`config.mk`:
```
export PLATFORM = sky130hd
export DESIGN_NAME = cab_core
export DESIGN_NICKNAME = d
export VERILOG_FILES = /design/src/rtl/cab_pkg.sv /design/src/rtl/cab_dec_if.sv /design/src/rtl/cab_decoder.sv /design/src/rtl/cab_alu.sv /design/src/rtl/cab_core.sv
export SDC_FILE = /design/constraint.sdc
export NUM_CORES = 1
export LEC_CHECK = 0
export BUFFER_PORTS_ARGS = -buffer_cell sky130_fd_sc_hd__buf_2
export CORE_ASPECT_RATIO = 0.7
export CORE_MARGIN = 2
export CORE_UTILIZATION = 58
export DETAILED_ROUTE_END_ITERATION = 10
export HOLD_SLACK_MARGIN = 0.03
export PLACE_DENSITY = 0.81
export REMOVE_ABC_BUFFERS = 1
export SYNTH_ARGS = -nofsm -noshare
export SYNTH_HDL_FRONTEND = slang
export SYNTH_SLANG_ARGS = --single-unit
```
`constraint.sdc`:
```
create_clock -name core_clk_in -period 5.35 [get_ports core_clk_in]
set_input_delay 1.07 -clock core_clk_in [delete_from_list [all_inputs] [get_ports core_clk_in]]
set_output_delay 1.07 -clock core_clk_in [all_outputs]
set_load 0.01 [all_outputs]
```
`src/rtl/cab_pkg.sv`:
```
// package: encodings, field positions and widths for the add/logic/branch slice
`default_nettype none
package cab_pkg;
  localparam int unsigned DATA_W = 8;
  localparam int unsigned ADDR_W = 12;
  localparam int unsigned PC_W = 21;
  // opcode patterns
  localparam logic [7:0] OPC_ADD_IMM = 8'h0f;
  localparam logic [7:0] OPC_AND_IMM = 8'h0b;
  localparam logic [5:0] OPC_ADD_REG = 6'h09;
  localparam logic [5:0] OPC_ADD_CARRY = 6'h08;
  localparam logic [5:0] OPC_AND_REG = 6'h05;
  localparam logic [3:0] OPC_BIT_CLEAR = 4'h9;
  localparam logic [3:0] OPC_COND_BR_HI = 4'he;
  localparam logic [4:0] OPC_BR_ALWAYS = 5'h1a;
  localparam logic [3:0] CND_NONZERO = 4'h1;
  localparam logic [3:0] CND_CARRY = 4'h2;
  localparam logic [3:0] CND_NO_CARRY = 4'h3;
  localparam logic [3:0] CND_NO_OVERFLOW = 4'h5;
  localparam logic [3:0] CND_NEGATIVE = 4'h6;
  localparam logic [3:0] CND_POSITIVE = 4'h7;
  // instruction field positions
  localparam int unsigned DEST_BIT = 9;
  localparam int unsigned ACC_BIT = 8;
  localparam int unsigned BIDX_LSB = 9;
  // status flag positions
  localparam int unsigned FLG_C = 0;
  localparam int unsigned FLG_DC = 1;
  localparam int unsigned FLG_Z = 2;
  localparam int unsigned FLG_OV = 3;
  localparam int unsigned FLG_N = 4;
  // access bank split: access offsets below 0x60 map to bank 0, the rest to the top bank
  localparam logic [7:0] ACC_SPLIT = 8'h60;
  localparam logic [3:0] ACC_HIGH_BANK = 4'hf;
  localparam logic [3:0] ACC_LOW_BANK = 4'h0;
  localparam logic [PC_W-1:0] PC_STEP = 21'h000002;
  localparam logic [DATA_W-1:0] ACC_RST = 8'h00;
  localparam logic [4:0] FLG_RST = 5'h00;
  // four phases of one instruction cycle
  typedef enum logic [1:0] {
    CAB_Q1 = 2'b00,
    CAB_Q2 = 2'b01,
    CAB_Q3 = 2'b11,
    CAB_Q4 = 2'b10
  } cab_phase_t;
  // operation class
  typedef enum logic [2:0] {
    CAB_NOP = 3'h0,
    CAB_ADD = 3'h1,
    CAB_AND = 3'h2,
    CAB_BCLR = 3'h3,
    CAB_BR = 3'h4
  } cab_op_t;
endpackage : cab_pkg
`default_nettype wire

```
`src/rtl/cab_dec_if.sv`:
```
// interface: decoded instruction fields between decoder and execute core
`default_nettype none
interface cab_dec_if;
  import cab_pkg::*;
  cab_op_t op;
  logic use_carry;
  logic use_imm;
  logic to_file;
  logic set_arith;
  logic [3:0] cond;
  logic br_always;
  logic [PC_W-1:0] disp;
  modport dec (output op, use_carry, use_imm, to_file, set_arith, cond, br_always, disp);
  modport exe (input op, use_carry, use_imm, to_file, set_arith, cond, br_always, disp);
endinterface : cab_dec_if
`default_nettype wire

```
`src/rtl/cab_decoder.sv`:
```
// decoder: instruction word to operation class, destination and displacement
`default_nettype none
module cab_decoder
  import cab_pkg::*;
(
  // instruction
  input wire logic [15:0] instr_in,
  // decoded fields
  cab_dec_if.dec dec
);
  // sign-extend an offset and double it into a byte displacement
  function automatic logic [PC_W-1:0] cab_disp(input logic [10:0] n, input logic wide);
    logic [PC_W-1:0] ext;
    ext = wide ? {{(PC_W-11){n[10]}}, n} : {{(PC_W-8){n[7]}}, n[7:0]};
    return {ext[PC_W-2:0], 1'b0};
  endfunction : cab_disp

  // combinational decode of the upper bits
  always_comb begin
    dec.op = CAB_NOP;
    dec.use_carry = 1'b0;
    dec.use_imm = 1'b0;
    dec.to_file = instr_in[DEST_BIT];
    dec.set_arith = 1'b0;
    dec.cond = instr_in[11:8];
    dec.br_always = 1'b0;
    dec.disp = cab_disp(instr_in[10:0], 1'b0);
    if (instr_in[15:8] == OPC_ADD_IMM) begin
      dec.op = CAB_ADD;
      dec.use_imm = 1'b1;
      dec.to_file = 1'b0;
      dec.set_arith = 1'b1;
    end else if (instr_in[15:8] == OPC_AND_IMM) begin
      dec.op = CAB_AND;
      dec.use_imm = 1'b1;
      dec.to_file = 1'b0;
    end else if (instr_in[15:10] == OPC_ADD_REG || instr_in[15:10] == OPC_ADD_CARRY) begin
      dec.op = CAB_ADD;
      dec.use_carry = (instr_in[15:10] == OPC_ADD_CARRY);
      dec.set_arith = 1'b1;
    end else if (instr_in[15:10] == OPC_AND_REG) begin
      dec.op = CAB_AND;
    end else if (instr_in[15:12] == OPC_BIT_CLEAR) begin
      dec.op = CAB_BCLR;
      dec.to_file = 1'b1;
    end else if (instr_in[15:12] == OPC_COND_BR_HI) begin
      // only the six documented conditions; others fall through as no operation
      if (instr_in[11:8] == CND_NONZERO || instr_in[11:8] == CND_CARRY || instr_in[11:8] == CND_NO_CARRY ||
          instr_in[11:8] == CND_NO_OVERFLOW || instr_in[11:8] == CND_NEGATIVE ||
          instr_in[11:8] == CND_POSITIVE) begin
        dec.op = CAB_BR;
      end
    end else if (instr_in[15:11] == OPC_BR_ALWAYS) begin
      dec.op = CAB_BR;
      dec.br_always = 1'b1;
      dec.disp = cab_disp(instr_in[10:0], 1'b1);
    end
  end
endmodule : cab_decoder
`default_nettype wire

```
`src/rtl/cab_alu.sv`:
```
// alu: add with carry/digit carry/overflow, and, bit clear
`default_nettype none
module cab_alu
  import cab_pkg::*;
(
  // operands
  input wire cab_op_t op_in,
  input wire logic [DATA_W-1:0] acc_in,
  input wire logic [DATA_W-1:0] opnd_in,
  input wire logic carry_in,
  input wire logic [2:0] bit_idx_in,
  // result
  output logic [DATA_W-1:0] res_out,
  output logic c_out,
  output logic dc_out,
  output logic ov_out
);
  logic [DATA_W:0] sum;
  logic [4:0] low_sum;

  // one adder serves both add forms; carry-in is zero for plain add
  always_comb begin
    sum = {1'b0, acc_in} + {1'b0, opnd_in} + {{DATA_W{1'b0}}, carry_in};
    low_sum = {1'b0, acc_in[3:0]} + {1'b0, opnd_in[3:0]} + {4'h0, carry_in};
    c_out = sum[DATA_W];
    dc_out = low_sum[4];
    ov_out = (acc_in[DATA_W-1] == opnd_in[DATA_W-1]) && (sum[DATA_W-1] != acc_in[DATA_W-1]);
    unique case (op_in)
      CAB_ADD: res_out = sum[DATA_W-1:0];
      CAB_AND: res_out = acc_in & opnd_in;
      CAB_BCLR: res_out = opnd_in & ~(8'h01 << bit_idx_in);
      default: res_out = opnd_in;
    endcase
  end
endmodule : cab_alu
`default_nettype wire

```
`src/rtl/cab_core.sv`:
```
// top: four-phase execute slice for add, and, bit clear and relative branches
//
// Overview of operation
// - add immediate to accumulator, all five flags
// - add register, optionally plus carry, all flags
// - destination bit 0 accumulator, 1 file register
// - access bit 0 selects fixed access bank
// - and immediate into accumulator, negative/zero only
// - and register to destination, negative/zero only
// - bit clear zeroes one bit, flags kept
// - branch offset signed, doubled to bytes
// - taken target is branch address plus two plus 2n
// - not taken one cycle, taken adds idle cycle
// - branch on carry set or clear
// - branch on negative set or clear
// - branch on overflow clear, flags kept
// - branch on zero clear, flags kept
// - unconditional branch always taken, two cycles
//
// Timing
// one instruction cycle is four clocks, phase_out walking 00, 01, 11, 10
// a word is taken on the edge that leaves the first phase when it is valid
// and the block is not in the idle cycle that follows a taken branch
// the operand is latched leaving the second phase, the alu result leaving
// the third; accumulator, status, the file write strobe and a taken branch's pc
// change together on the edge that leaves the fourth phase; pc steps by two leaving the first
// a taken branch costs one extra cycle whose four phases are empty; a word
// offered in it is dropped and the surrounding core must offer it again
// limitation: there is no result forwarding, so file_rdata_in must be steady
// for the whole second phase, and a write is only seen by the next read
// trade-off: the file address is formed in the first phase from the raw word,
// so bank_select_register_in is sampled there and not later
//
// Implementation choices: the address-and-strobe port and the address map.
`default_nettype none
module cab_core
  import cab_pkg::*;
(
  // clock and reset
  input wire logic core_clk_in,
  input wire logic resetn_in,
  // instruction fetch
  input wire logic [15:0] instr_in,
  input wire logic instr_valid_in,
  // bank select register from the surrounding core
  input wire logic [3:0] bank_select_register_in,
  // data memory read data
  input wire logic [DATA_W-1:0] file_rdata_in,
  // data memory port
  output logic [ADDR_W-1:0] file_addr_out,
  output logic file_rd_out,
  output logic file_we_out,
  output logic [DATA_W-1:0] file_wdata_out,
  // architectural state
  output logic [DATA_W-1:0] acc_out,
  output logic [4:0] status_out,
  output logic [PC_W-1:0] pc_out,
  // phase and cycle markers
  output logic [1:0] phase_out,
  output logic instr_take_out,
  output logic idle_cycle_out
);
  // ------------------------------------------------------------
  // state
  // ------------------------------------------------------------
  // phase sequencer and the idle cycle after a taken branch
  cab_phase_t ph_q, ph_d;
  logic idle_q, idle_d;

  // the word in flight and what has been worked out for it
  logic [15:0] ir_q, ir_d;
  logic live_q, live_d;
  logic [DATA_W-1:0] opnd_q, opnd_d;
  logic [DATA_W-1:0] res_q, res_d;
  logic [4:0] alu_flg_q, alu_flg_d;
  logic take_q, take_d;

  // architectural state owned by this slice
  logic [DATA_W-1:0] acc_q, acc_d;
  logic [4:0] flg_q, flg_d;
  logic [PC_W-1:0] pc_q, pc_d;

  // data memory port, registered so the memory sees clean strobes
  logic [ADDR_W-1:0] fa_q, fa_d;
  logic frd_q, frd_d;
  logic fwe_q, fwe_d;
  logic [DATA_W-1:0] fwd_q, fwd_d;

  // combinational results of the alu and the branch test
  logic [DATA_W-1:0] alu_res;
  logic alu_c;
  logic alu_dc;
  logic alu_ov;
  logic cond_true;

  // ------------------------------------------------------------
  // decode
  // ------------------------------------------------------------
  // the decoder looks at the latched word, so its fields are steady from the
  // second phase on while instr_in is already free to change
  cab_dec_if dec_bus ();
  cab_decoder u_dec (
    .instr_in(ir_q),
    .dec(dec_bus.dec)
  );

  // form a file address from the access bit, bank select and 8-bit offset
  // access bit clear: low offsets reach bank 0, high offsets the top bank
  function automatic logic [ADDR_W-1:0] cab_faddr(input logic a, input logic [3:0] bank_select_register, input logic [7:0] f);
    logic [3:0] bank;
    bank = f < ACC_SPLIT ? ACC_LOW_BANK : ACC_HIGH_BANK;
    if (a) begin
      bank = bank_select_register;
    end
    return {bank, f};
  endfunction : cab_faddr

  // ------------------------------------------------------------
  // execute
  // ------------------------------------------------------------
  // carry-in is gated here so a plain add never sees the carry flag
  cab_alu u_alu (
    .op_in(dec_bus.op),
    .acc_in(acc_q),
    .opnd_in(opnd_q),
    .carry_in(dec_bus.use_carry & flg_q[FLG_C]),
    .bit_idx_in(ir_q[BIDX_LSB +: 3]),
    .res_out(alu_res),
    .c_out(alu_c),
    .dc_out(alu_dc),
    .ov_out(alu_ov)
  );

  // branch condition from current status
  // codes the decoder did not accept never reach here as a branch
  always_comb begin
    cond_true = dec_bus.br_always;
    if (!dec_bus.br_always) begin
      unique case (dec_bus.cond)
        CND_CARRY: cond_true = flg_q[FLG_C];
        CND_NO_CARRY: cond_true = !flg_q[FLG_C];
        CND_NEGATIVE: cond_true = flg_q[FLG_N];
        CND_POSITIVE: cond_true = !flg_q[FLG_N];
        CND_NO_OVERFLOW: cond_true = !flg_q[FLG_OV];
        CND_NONZERO: cond_true = !flg_q[FLG_Z];
        default: cond_true = 1'b0;
      endcase
    end
  end

  // ------------------------------------------------------------
  // next state
  // ------------------------------------------------------------
  // phase sequencer and datapath next state; strobes default low so
  // each pulse lasts exactly one clock
  always_comb begin
    ph_d = ph_q;
    ir_d = ir_q;
    live_d = live_q;
    idle_d = idle_q;
    opnd_d = opnd_q;
    res_d = res_q;
    alu_flg_d = alu_flg_q;
    take_d = take_q;
    acc_d = acc_q;
    flg_d = flg_q;
    pc_d = pc_q;
    fa_d = fa_q;
    frd_d = 1'b0;
    fwe_d = 1'b0;
    fwd_d = fwd_q;
    unique case (ph_q)
      CAB_Q1: begin
        ph_d = CAB_Q2;
        // decode; an idle cycle after a taken branch ignores the fetch
        live_d = instr_valid_in & !idle_q;
        if (instr_valid_in && !idle_q) begin
          ir_d = instr_in;
          pc_d = pc_q + PC_STEP; // counter moves to next word on fetch
        end
        // the address comes from the raw word so it is out before the read phase
        fa_d = cab_faddr(instr_in[ACC_BIT], bank_select_register_in, instr_in[7:0]);
        frd_d = instr_valid_in & !idle_q;
      end
      CAB_Q2: begin
        ph_d = CAB_Q3;
        // operand read: immediate or file register
        // literal forms drop the memory data although the read was issued
        opnd_d = dec_bus.use_imm ? ir_q[7:0] : file_rdata_in;
      end
      CAB_Q3: begin
        // process data; flags are staged and committed in the fourth phase
        ph_d = CAB_Q4;
        res_d = alu_res;
        alu_flg_d[FLG_C] = alu_c;
        alu_flg_d[FLG_DC] = alu_dc;
        alu_flg_d[FLG_OV] = alu_ov;
        alu_flg_d[FLG_Z] = (alu_res == ACC_RST);
        alu_flg_d[FLG_N] = alu_res[DATA_W-1];
        take_d = live_q && dec_bus.op == CAB_BR && cond_true;
      end
      CAB_Q4: begin
        ph_d = CAB_Q1;
        // a taken branch opens the idle cycle that runs its four phases empty
        idle_d = take_q;
        // write back: accumulator, status, a taken branch's pc and file strobe move together
        take_d = 1'b0;
        if (live_q) begin
          unique case (dec_bus.op)
            CAB_ADD, CAB_AND: begin
              // the destination bit picks file register or accumulator
              if (dec_bus.to_file) begin
                fwe_d = 1'b1;
                fwd_d = res_q;
              end else begin
                acc_d = res_q;
              end
              // and touches only zero and negative; add also the arithmetic flags
              flg_d[FLG_Z] = alu_flg_q[FLG_Z];
              flg_d[FLG_N] = alu_flg_q[FLG_N];
              if (dec_bus.set_arith) begin
                flg_d[FLG_C] = alu_flg_q[FLG_C];
                flg_d[FLG_DC] = alu_flg_q[FLG_DC];
                flg_d[FLG_OV] = alu_flg_q[FLG_OV];
              end
            end
            CAB_BCLR: begin
              // one bit cleared in a read-modify-write; status is left alone
              fwe_d = 1'b1;
              fwd_d = res_q;
            end
            CAB_BR: begin
              // pc already holds branch address plus two
              if (take_q) begin
                pc_d = pc_q + dec_bus.disp;
              end
            end
            default: begin
            end
          endcase
        end
      end
    endcase
  end

  // ------------------------------------------------------------
  // registers
  // ------------------------------------------------------------
  // reset loads constants only, so its release needs no ordering
  always_ff @(posedge core_clk_in or negedge resetn_in) begin
    if (!resetn_in) begin
      // sequencer and word in flight
      ph_q <= CAB_Q1;
      ir_q <= 16'h0000;
      live_q <= 1'b0;
      idle_q <= 1'b0;
      opnd_q <= 8'h00;
      res_q <= 8'h00;
      alu_flg_q <= FLG_RST;
      take_q <= 1'b0;
      // architectural state
      acc_q <= ACC_RST;
      flg_q <= FLG_RST;
      pc_q <= '0;
      // memory port
      fa_q <= '0;
      frd_q <= 1'b0;
      fwe_q <= 1'b0;
      fwd_q <= 8'h00;
    end else begin
      // sequencer and word in flight
      ph_q <= ph_d;
      ir_q <= ir_d;
      live_q <= live_d;
      idle_q <= idle_d;
      opnd_q <= opnd_d;
      res_q <= res_d;
      alu_flg_q <= alu_flg_d;
      take_q <= take_d;
      // architectural state
      acc_q <= acc_d;
      flg_q <= flg_d;
      pc_q <= pc_d;
      // memory port
      fa_q <= fa_d;
      frd_q <= frd_d;
      fwe_q <= fwe_d;
      fwd_q <= fwd_d;
    end
  end

  // ------------------------------------------------------------
  // outputs straight from flip-flops
  // ------------------------------------------------------------
  assign file_addr_out = fa_q;
  assign file_rd_out = frd_q;
  assign file_we_out = fwe_q;
  assign file_wdata_out = fwd_q;
  assign acc_out = acc_q;
  assign status_out = flg_q;
  assign pc_out = pc_q;
  assign phase_out = ph_q;
  assign instr_take_out = live_q;
  assign idle_cycle_out = idle_q;
endmodule : cab_core
`default_nettype wire

```
After elaboration in Yosys (flattened, before gate mapping)
Index checks and enable logic that the tools add are counted.
{"block": "word_totals", "regBits": 98, "input_bits": 31, "output_inout_bits": 60, "word_cells": 140}
{"block": "classes", "add_sub_neg": 6, "magnitude_cmp": 1, "n_eq_ne": 28, "shift": 1, "muxes": 55, "bitwise": 6, "n_reduce_logical": 27}
{"op": "two-way mux 21 bit", "n": 11}
{"op": "case mux 21 bit (2 select lines)", "n": 1}
{"op": "two-way mux 1 bit", "n": 25}
{"op": "two-way mux 3 bit", "n": 8}
{"op": "case mux 8 bit (3 select lines)", "n": 1}
{"op": "adder 21 x 2 -> 21 bit (second input constant)", "n": 1}
{"op": "adder 21 bit", "n": 1}
{"op": "bitwise AND 8 bit", "n": 2}
{"op": "equality test 8 x 4 -> 1 bit (second input constant)", "n": 2}
{"op": "two-way mux 8 bit", "n": 2}
{"op": "case mux 8 bit (2 select lines)", "n": 1}
{"op": "equality test 4 x 3 -> 1 bit (second input constant)", "n": 3}
{"op": "equality test 6 x 4 -> 1 bit (second input constant)", "n": 2}
{"op": "AND reduction 4 bit", "n": 3}
{"op": "!= test 2 bit (second input constant)", "n": 5}
{"op": "adder 8 x 8 -> 9 bit", "n": 1}
{"op": "adder 9 x 1 -> 9 bit", "n": 1}
{"op": "equality test 4 x 2 -> 1 bit (second input constant)", "n": 2}
{"op": "equality test 4 bit (second input constant)", "n": 2}
{"op": "zero test 8 bit", "n": 1}
{"op": "less-than comparator 8 x 7 -> 1 bit (second input constant)", "n": 1}
{"op": "two-way mux 4 bit", "n": 2}
{"op": "inverter 8 bit", "n": 1}
{"op": "case mux 2 bit (4 select lines)", "n": 1}
{"op": "26 further kinds", "n": 44}

Depth between registers and ports, before layout
Gate-level depths: netlist of run 1.
{"block": "logic_depth", "ltp_word": 18, "mapped_depth": 15, "depth_no_buf": 13}

Cells and area by module
Synthesis of run 1 repeated with hierarchy kept, for this count alone.
{"block": "hier_totals", "cells_unflattened": 687, "area_unflattened_um2": 6208.5}
{"module": "cab_core", "n_inst": 1, "cells_each": 564, "area_per_inst_um2": 5303.8, "seq_area_each_um2": 2427.3}
{"module": "cab_alu", "n_inst": 1, "cells_each": 77, "area_per_inst_um2": 555.5, "seq_area_each_um2": 0.0}
{"module": "cab_decoder", "n_inst": 1, "cells_each": 46, "area_per_inst_um2": 349.1, "seq_area_each_um2": 0.0}

Worst setup path before layout of run 1
Ideal clock, no wire load.
{"block": "synth_path", "path_type": "register -> register", "start": "register ir_q[13]", "end": "register pc_q[19], in the netlist pc_out[19]", "setup_ps": 79, "arrival_ps": 2875, "path_slack_ps": 2396, "path_stages_with_launch": 13, "path_cell_list": "dfrtp_1 > and4b_1 > nand2_1 > clkbuf_1 > a31oi_1 > nor2_1 > ha_1 > nand3_1 > o311a_1 > buf_2 > or2_2 > a21oi_1 > xor2_1"}
{"block": "synth_via", "elab_chain_cells": 13, "elab_cells_between_ends": 31, "cone_classes": "add/sub: 1; eq/ne: 10; mux: 18; reduce/logical: 2"}
{"element": "from (decl)", "line_no": "cab_core.sv:71", "text": "logic [15:0] ir_q, ir_d;"}
{"element": "from (signal assigned)", "line_no": "cab_core.sv:273", "text": "ir_q <= ir_d;"}
{"element": "equality test 5 bit", "line_no": "cab_decoder.sv:53", "text": "end else if (instr_in[15:11] == OPC_BR_ALWAYS) begin"}
{"element": "two-way mux 21 bit", "line_no": "cab_decoder.sv:53"}
{"element": "two-way mux 21 bit", "line_no": "cab_decoder.sv:46", "text": "end else if (instr_in[15:12] == OPC_COND_BR_HI) begin"}
{"element": "two-way mux 21 bit", "line_no": "cab_decoder.sv:43", "text": "end else if (instr_in[15:12] == OPC_BIT_CLEAR) begin"}
{"element": "two-way mux 21 bit", "line_no": "cab_decoder.sv:41", "text": "end else if (instr_in[15:10] == OPC_AND_REG) begin"}
{"element": "two-way mux 21 bit", "line_no": "cab_decoder.sv:37", "text": "end else if (instr_in[15:10] == OPC_ADD_REG || instr_in[15:10] == OPC_ADD_CARRY) begin"}
{"element": "two-way mux 21 bit", "line_no": "cab_decoder.sv:33", "text": "end else if (instr_in[15:8] == OPC_AND_IMM) begin"}
{"element": "two-way mux 21 bit", "line_no": "cab_decoder.sv:28", "text": "if (instr_in[15:8] == OPC_ADD_IMM) begin"}
{"element": "adder 21 bit", "line_no": "cab_core.sv:235", "text": "pc_d = pc_q + dec_bus.disp;"}
{"element": "two-way mux 21 bit", "line_no": "cab_core.sv:234", "text": "if (take_q) begin"}
{"element": "two-way mux 21 bit", "line_no": "cab_core.sv:209", "text": "unique case (dec_bus.op)"}
{"element": "two-way mux 21 bit", "line_no": "cab_core.sv:208", "text": "if (live_q) begin"}
{"element": "case mux 21 bit (2 select lines)", "line_no": "cab_core.sv:172", "text": "unique case (ph_q)"}
{"element": "to (signal assigned)", "line_no": "cab_core.sv:283", "text": "pc_q <= pc_d;"}
{"element": "to (decl)", "line_no": "cab_core.sv:81", "text": "logic [PC_W-1:0] pc_q, pc_d;"}
Several ways; a longest one is shown, not always the timed one. The select of a mux whose other input is x is not followed.
A chain may end at the register's enable or synchronous reset.

Worst setup path after layout of run 1
{"block": "layout_path", "start": "register ph_q[1], in the netlist phase_out[1]", "end": "register pc_q[17], in the netlist pc_out[17]"}
{"block": "layout_via", "elab_chain_cells": 3, "elab_cells_between_ends": 9, "cone_classes": "eq/ne: 5; mux: 1; reduce/logical: 3"}
{"element": "from (decl)", "line_no": "cab_core.sv:67", "text": "cab_phase_t ph_q, ph_d;"}
{"element": "from (signal assigned)", "line_no": "cab_core.sv:272", "text": "ph_q <= ph_d;"}
{"element": "equality test 2 bit or zero test 2 bit (tied branches)", "line_no": "cab_core.sv:172"}
{"element": "!= test 2 bit (no line) or nonzero test 2 bit (tied branches)"}
{"element": "AND reduction 5 bit (no line)"}
Several ways; a longest one is shown, not always the timed one.

==> run metrics, run 1 <==
status finished clean; Tcrit/Tclk final 65.19%; peak supply drop 0.2575 mV; Worst-Margin Slew approximately 1.1 ns; register area share after synthesis 45.68%; #FFs+latches synth 96; area delta synth->final 15.51%; Fmax ~290 MHz; most frequent cells in the layout dfrtp_1 (96), buf_2 (88), nand2_1 (55), mux2_2 (47), o21ai_0 (39); antenna cells 0; setup TNS 0 ns; RSZ-0062 raised after global routing no; vias post-DR 4140; Area after DPL between 5000 and 6000 um2; Root Buffer clkbuf_16; clock latency on the worst-skew pair 0.35 ns; global-route wire length before repair 20240 um; synth unique cells between 60 and 70; CP bufs+invs 1; first-iteration detailed-routing DRC count 322; Final Max Tran Viols 0; largest net degree at the start of global routing between 50 and 60; Num Clock Sinks 96; startpoint types flop; initial antenna violation count 0; Layout Nets between 600 and 700; GP Congestion between 0.9 and 1; most used cell, CP nor2b_1; gr usage total between 20% and 30%; Die X-Extent 117.8 um; final hold vios 0; initial core utilization slightly below 60%; commonest non-fill, non-tap cell in the layout dfrtp_1; Synth Flop Type dfrtp_1; Clock transition at path regs about 0.06 ns; vias per inst slightly below 6; Crit path required time roughly 5.6 ns; fraction of layout cells with a size suffix above 1 between 20 and 30%; critical path, cell by cell nor2b_1 > nand2b_1 > ha_1 > inv_1 > fa_1 > nor2b_1 > o31a_1 > nor4_1 > o311a_1 > nor3b_1 > a31oi_1 > xnor2_1; clock tree from TritonCTS built; Die Ht 83.67 um; number of fillers in the final layout about 730; Slowest-stage cell, CP nor2b_1; post-DP HPWL 9056 um; fin crit period approximately 3.5 ns; Leak between 2 and 3 nW; total CTS buffers 9; DR DRC count 0; Post-Syn Area 5259 um2; Post-Place Setup Slack 1.898 ns; count of final setup violators 0; Hold Buf Count CTS 0; Setup CP Type flop to flop; PortBufs 89; H-tree depth 3; core area 8926 um2; WHS 0.4794 ns; Post-CTS Setup Bufs 0; post-route worst setup slack between 1.5 and 2 ns; Min-Delay Path Class flop to flop; Slew Limit Headroom roughly 29%; remaining antenna violation count 0; CP Capture Type flop; final WL between 10000 and 15000 um; IO Pins around 90; Critical Path AT between 3 and 4 ns; Die ar. between 9000 and 10000 um2; yosys warns 0; final core occ 68.05%; post-CTS sizing 0; Syn Inst Count about 510; PwrDens ~320 nW/um2; crit-path leading delay family simple AND/OR/NAND/NOR gates; Pre-Repair DR Iteration Count 5; gr ovfl total 0; Max clock buf depth 2; row count 29; Clock Skew between 0.005 and 0.006 ns; FFs w/ async S/R, synth 100.0%; EDFF count, synth 0; syn avg cell area 10.29 um2; post-DR wirelength/cell around 17 um; fin area ~6100 um2; MaxCap Viol Count 0; slowest stage delay, CP 0.63 ns; vias in the first global route 4137; crit path max fanout 11
worst register-to-register path, cell delays in order, from the launching register on:
cell and delay (ns):
dfrtp_1 0.47, nor2b_1 0.63, nand2b_1 0.12, ha_1 0.24, inv_1 0.07, fa_1 0.20, nor2b_1 0.07, o31a_1 0.29
nor4_1 0.43, o311a_1 0.46, nor3b_1 0.10, a31oi_1 0.20, xnor2_1 0.14
per-layer routing:
metal | vias to the layer above | GRT usage [%] | part of all wire, %
met5 | - | 0 | 0
met4 | 0 | 9.748 | 2.2
met3 | 24 | 8.128 | 7.8
met2 | 168 | 39.53 | 45
met1 | 1987 | 35.05 | 45
li1 | 1961 | - | -
power breakdown:
part / total, mW / leakage (nW) / switching, mW / internal [mW]
Clock: 0.644 / 0.143 / 0.262 / 0.382
Combinational: 0.401 / 1.53 / 0.216 / 0.185
Sequential: 0.898 / 1.19 / 0.0845 / 0.813
worst paths after layout:
path / cells after the start / slack [ns] / from / to
min: 1 / 0.48 / pc_out[20] / pc_out[20]
min in group asynchronous: 1 / 0.68 / resetn_in / pc_out[13]
max reg2reg: 12 / 1.86 / phase_out[1] / pc_out[17]
max: 12 / 1.86 / phase_out[1] / pc_out[17]
max in group asynchronous: 2 / 3.55 / resetn_in / ir_q[7]
min reg2reg: 1 / 0.48 / pc_out[20] / pc_out[20]
layout make-up:
class | count | area, um2 | area share, %
clock inverters | 3 | 42.54 | 0.7003
clock buffers | 11 | 252.7 | 4.161
well taps | 124 | 155.1 | 2.554
multi-input cells | 374 | 2688 | 44.24
inverters | 17 | 63.81 | 1.050
repair buffers | 92 | 470.5 | 7.745
flip-flops and latches | 96 | 2402 | 39.55
cell usage after synthesis, types with 11 or more instances:
library cell / number / area (um2)
a21oi_1: 31 / 155.2
and2_1: 14 / 87.58
clkbuf_1: 12 / 45.04
dfrtp_1: 96 / 2402
ha_1: 17 / 212.7
inv_1: 17 / 63.81
mux2_2: 47 / 529.3
nand2_1: 55 / 206.5
nor2_1: 30 / 112.6
o21ai_0: 39 / 195.2
xnor2_1: 13 / 113.9
xor2_1: 11 / 96.34
kinds of logic (layout without fill, tap and decap cells):
kind of cell	count (synthesis)	after routing	share of synthesized area, %
xor gates and xnor gates	24	24	3.997
and+or+nand+nor	155	155	15.30
muxes	56	56	11.78
AOI/OAI and AO/OA	118	118	14.51
DFF	96	96	45.68
other	1	1	0.07131
buffers and inverters	41	123	3.474
adders and majority gates	20	20	5.187
state kept, by name (all words and copies together) (netlist names), 2 cells and up:
signal and cells:
res_q 8, ir_q 16, opnd_q 8, pc_out 20, phase_out 2, alu_flg_q 4, file_wdata_out 8, file_addr_out 12
acc_out 8, status_out 5
per-stage QoR:
step,cells,power (mW)
2_1_floorplan,487,1.145
4_1_cts,717,1.955
3_5_place_dp,703,1.305
6_report,717,1.942
5_1_grt,717,2.043
3_3_place_gp,703,1.287
No activity file was read; power rests on OpenSTA's default activity.
==> inputs of run 2 (changes only) <==
--- a/config.mk
+++ b/config.mk
@@ -8,10 +8,10 @@
 export BUFFER_PORTS_ARGS = -buffer_cell sky130_fd_sc_hd__buf_2
 export CORE_ASPECT_RATIO = 0.7
 export CORE_MARGIN = 2
-export CORE_UTILIZATION = 58
+export CORE_UTILIZATION = 57
 export DETAILED_ROUTE_END_ITERATION = 10
 export HOLD_SLACK_MARGIN = 0.03
-export PLACE_DENSITY = 0.81
+export PLACE_DENSITY = 0.8
 export REMOVE_ABC_BUFFERS = 1
 export SYNTH_ARGS = -nofsm -noshare
 export SYNTH_HDL_FRONTEND = slang
==> constraint.sdc (replaced) <==
create_clock -name core_clk_in -period 3.58 [get_ports core_clk_in]
set_input_delay 0.716 -clock core_clk_in [delete_from_list [all_inputs] [get_ports core_clk_in]]
set_output_delay 0.716 -clock core_clk_in [all_outputs]
set_load 0.01 [all_outputs]
==> run 2 against run 1 <==
Sequential share of layout area down 0.48 points. Worst setup slack worse by 1.6 ns. Combinational power up 54%. Fmax up 3.8%. Die area up 1.7%. Final area up 1.2%. Wire length up 4.2%. Power up 54%. Final cell count up 0.98%. Sequential cell count unchanged. First-iteration DRC count up 16%. Highest routed layer unchanged.
==> run metrics, run 2 (synthesized netlist as in run 1, its figures left out) <==
vias post-DR 4218 (+1.9%); largest net degree at the start of global routing 53 (-10%); remaining antenna violation count 0 (unchanged); post-DR wirelength/cell 17.35 um (+3.1%); Min-Delay Path Class input port to asynchronous set/reset pin; count of final setup violators 0 (unchanged); PortBufs 89 (unchanged); Worst R2R Setup Slack 0.22 ns (-1.64 ns); row count 29 (unchanged); Crit path required time 3.86 ns (-1.76 ns); DR DRC count 0 (unchanged); Overall Power 2.983 mW (+54%); FF-to-FF End alu_flg_q[2]; crit path max fanout 8 (-3); Final Max Tran Viols 0 (unchanged); Hold Buf Count CTS 0 (unchanged); max reg flops 20 (unchanged); CP startpoint ir_q[12]; initial core utilization 58.44% (-0.48 points); total CTS buffers 9 (unchanged); H-tree depth 3 (unchanged); IO Pins 91 (unchanged); area delta synth->final 16.94%; PwrDens 485.0 nW/um2 (+52%); final core occ 68.34% (+0.29 points); Critical R2R Launch ir_q[12]; R2R depth 11 (-1); initial antenna violation count 0 (unchanged); Layout Nets 646 (+0.78%); Non-Filler Instances 724 (+0.98%); Critical Path AT 3.64 ns (-0.12 ns); most frequent cells in the layout dfrtp_1 (96), buf_2 (88), nand2_1 (55), mux2_2 (47), o21ai_0 (39); clock latency on the worst-skew pair 0.35 ns (about the same); Pre-Repair DR Iteration Count 6 (+1); CP Capture Point alu_flg_q[2]; post-CTS sizing 0 (unchanged); global-route wire length before repair 20520 um (+1.4%); Die ar. 10020 um2 (+1.7%); gr usage total 25.80% (-0.14 points); Tcrit/Tclk final 93.87% (+29 points); status finished clean; fin crit period 3.361 ns (-0.1273 ns); gr ovfl total 0 (unchanged); core area 8999 um2 (+0.81%); commonest non-fill, non-tap cell in the layout dfrtp_1; startpoint types flop; post-DP HPWL 9209 um (+1.7%); Slew Limit Headroom 24.47% (-4.9 points); GP Congestion 0.9247 (+0.23%); final hold vios 0 (unchanged); Worst-Margin Slew 1.129 ns (+0.07362 ns); Max clock buf depth 2 (unchanged); Clock Skew 0.008626 ns (+0.003449 ns); Root Buffer clkbuf_16; vias in the first global route 4067 (-1.7%); CP Capture Type flop; Die Ht 84.36 um (+0.83%); final WL 12560 um (+4.2%); Num Clock Sinks 96 (unchanged); post-route worst setup slack 0.2194 ns (-1.643 ns); MaxCap Viol Count 0 (unchanged); clock tree from TritonCTS built; Setup CP Type flop to flop; vias per inst 5.826 (+0.90%); RSZ-0062 raised after global routing no; first-iteration detailed-routing DRC count 374 (+16%); Die X-Extent 118.8 um (+0.84%); fraction of layout cells with a size suffix above 1 29.83% (+0.83 points); Post-CTS Setup Bufs 0 (unchanged); placed insts 708 (+0.71%); Leak 2.908 nW (+1.5%); peak supply drop 0.3538 mV (+37%); antenna cells 0 (unchanged); Clock transition at path regs 0.06 ns (about the same); Fmax 297.6 MHz (+3.8%); Post-Place Setup Slack 0.2652 ns (-1.633 ns)
-- run 2: through the flow --
stage / TNS, ns / hold WS (ns) / area [um2]
after detailed placement: 0 / 0.4720 / 5829
final: 0 / 0.3683 / 6150
after global placement: 0 / 0.4592 / 5829
after CTS: 0 / 0.3831 / 6150
after global routing: 0 / 0.4139 / 6150
after floorplan: -13.14 / 0.4204 / 5140
-- run 2: metal layers --
layer  GRT usage, %  part of all wire, %  vias up
met5              0                    0        -
met4          6.277                  1.1        0
met3          6.793                  7.3       16
met2          39.39                   45      184
met1          37.11                   46     2044
li1               -                    -     1974
-- run 2: cell type report --
type,count,area [um2]
flip-flops and latches,96,2402
fillers,729,2849
multi-input cells,374,2688
clock inverters,7,95.09
well taps,124,155.1
clock buffers,9,225.2
repair buffers,97,520.5
inverters,17,63.81
-- run 2: power by group --
group | switching [mW] | internal [mW] | total, mW
clock | 0.420 | 0.613 | 1.03
sequential | 0.118 | 1.21 | 1.33
combinational | 0.335 | 0.282 | 0.616
-- run 2: how the worst min path moves through the flow --
stage / to / startpoint / slack (ns) / cells after the start
floorplan: acc_out[0] / resetn_in / 0.42 / 0
global placement: pc_out[20] / pc_out[20] / 0.46 / 1
detailed placement: alu_flg_q[0] / alu_flg_q[0] / 0.47 / 2
CTS: take_q / resetn_in / 0.38 / 1
global route: pc_out[13] / resetn_in / 0.41 / 1
finish: pc_out[13] / resetn_in / 0.37 / 1
-- run 2: critical path, cell delays in order (launching register included) --
cell and delay, ns:
dfrtp_1 0.48, nor3_1 0.33, nand4_1 0.20, fa_1 0.44, fa_1 0.42, nand2b_1 0.17
o2bb2ai_1 0.17, o21ai_0 0.37, xnor2_1 0.20, nor2_1 0.08, a2111oi_2 0.22, a41o_1 0.20
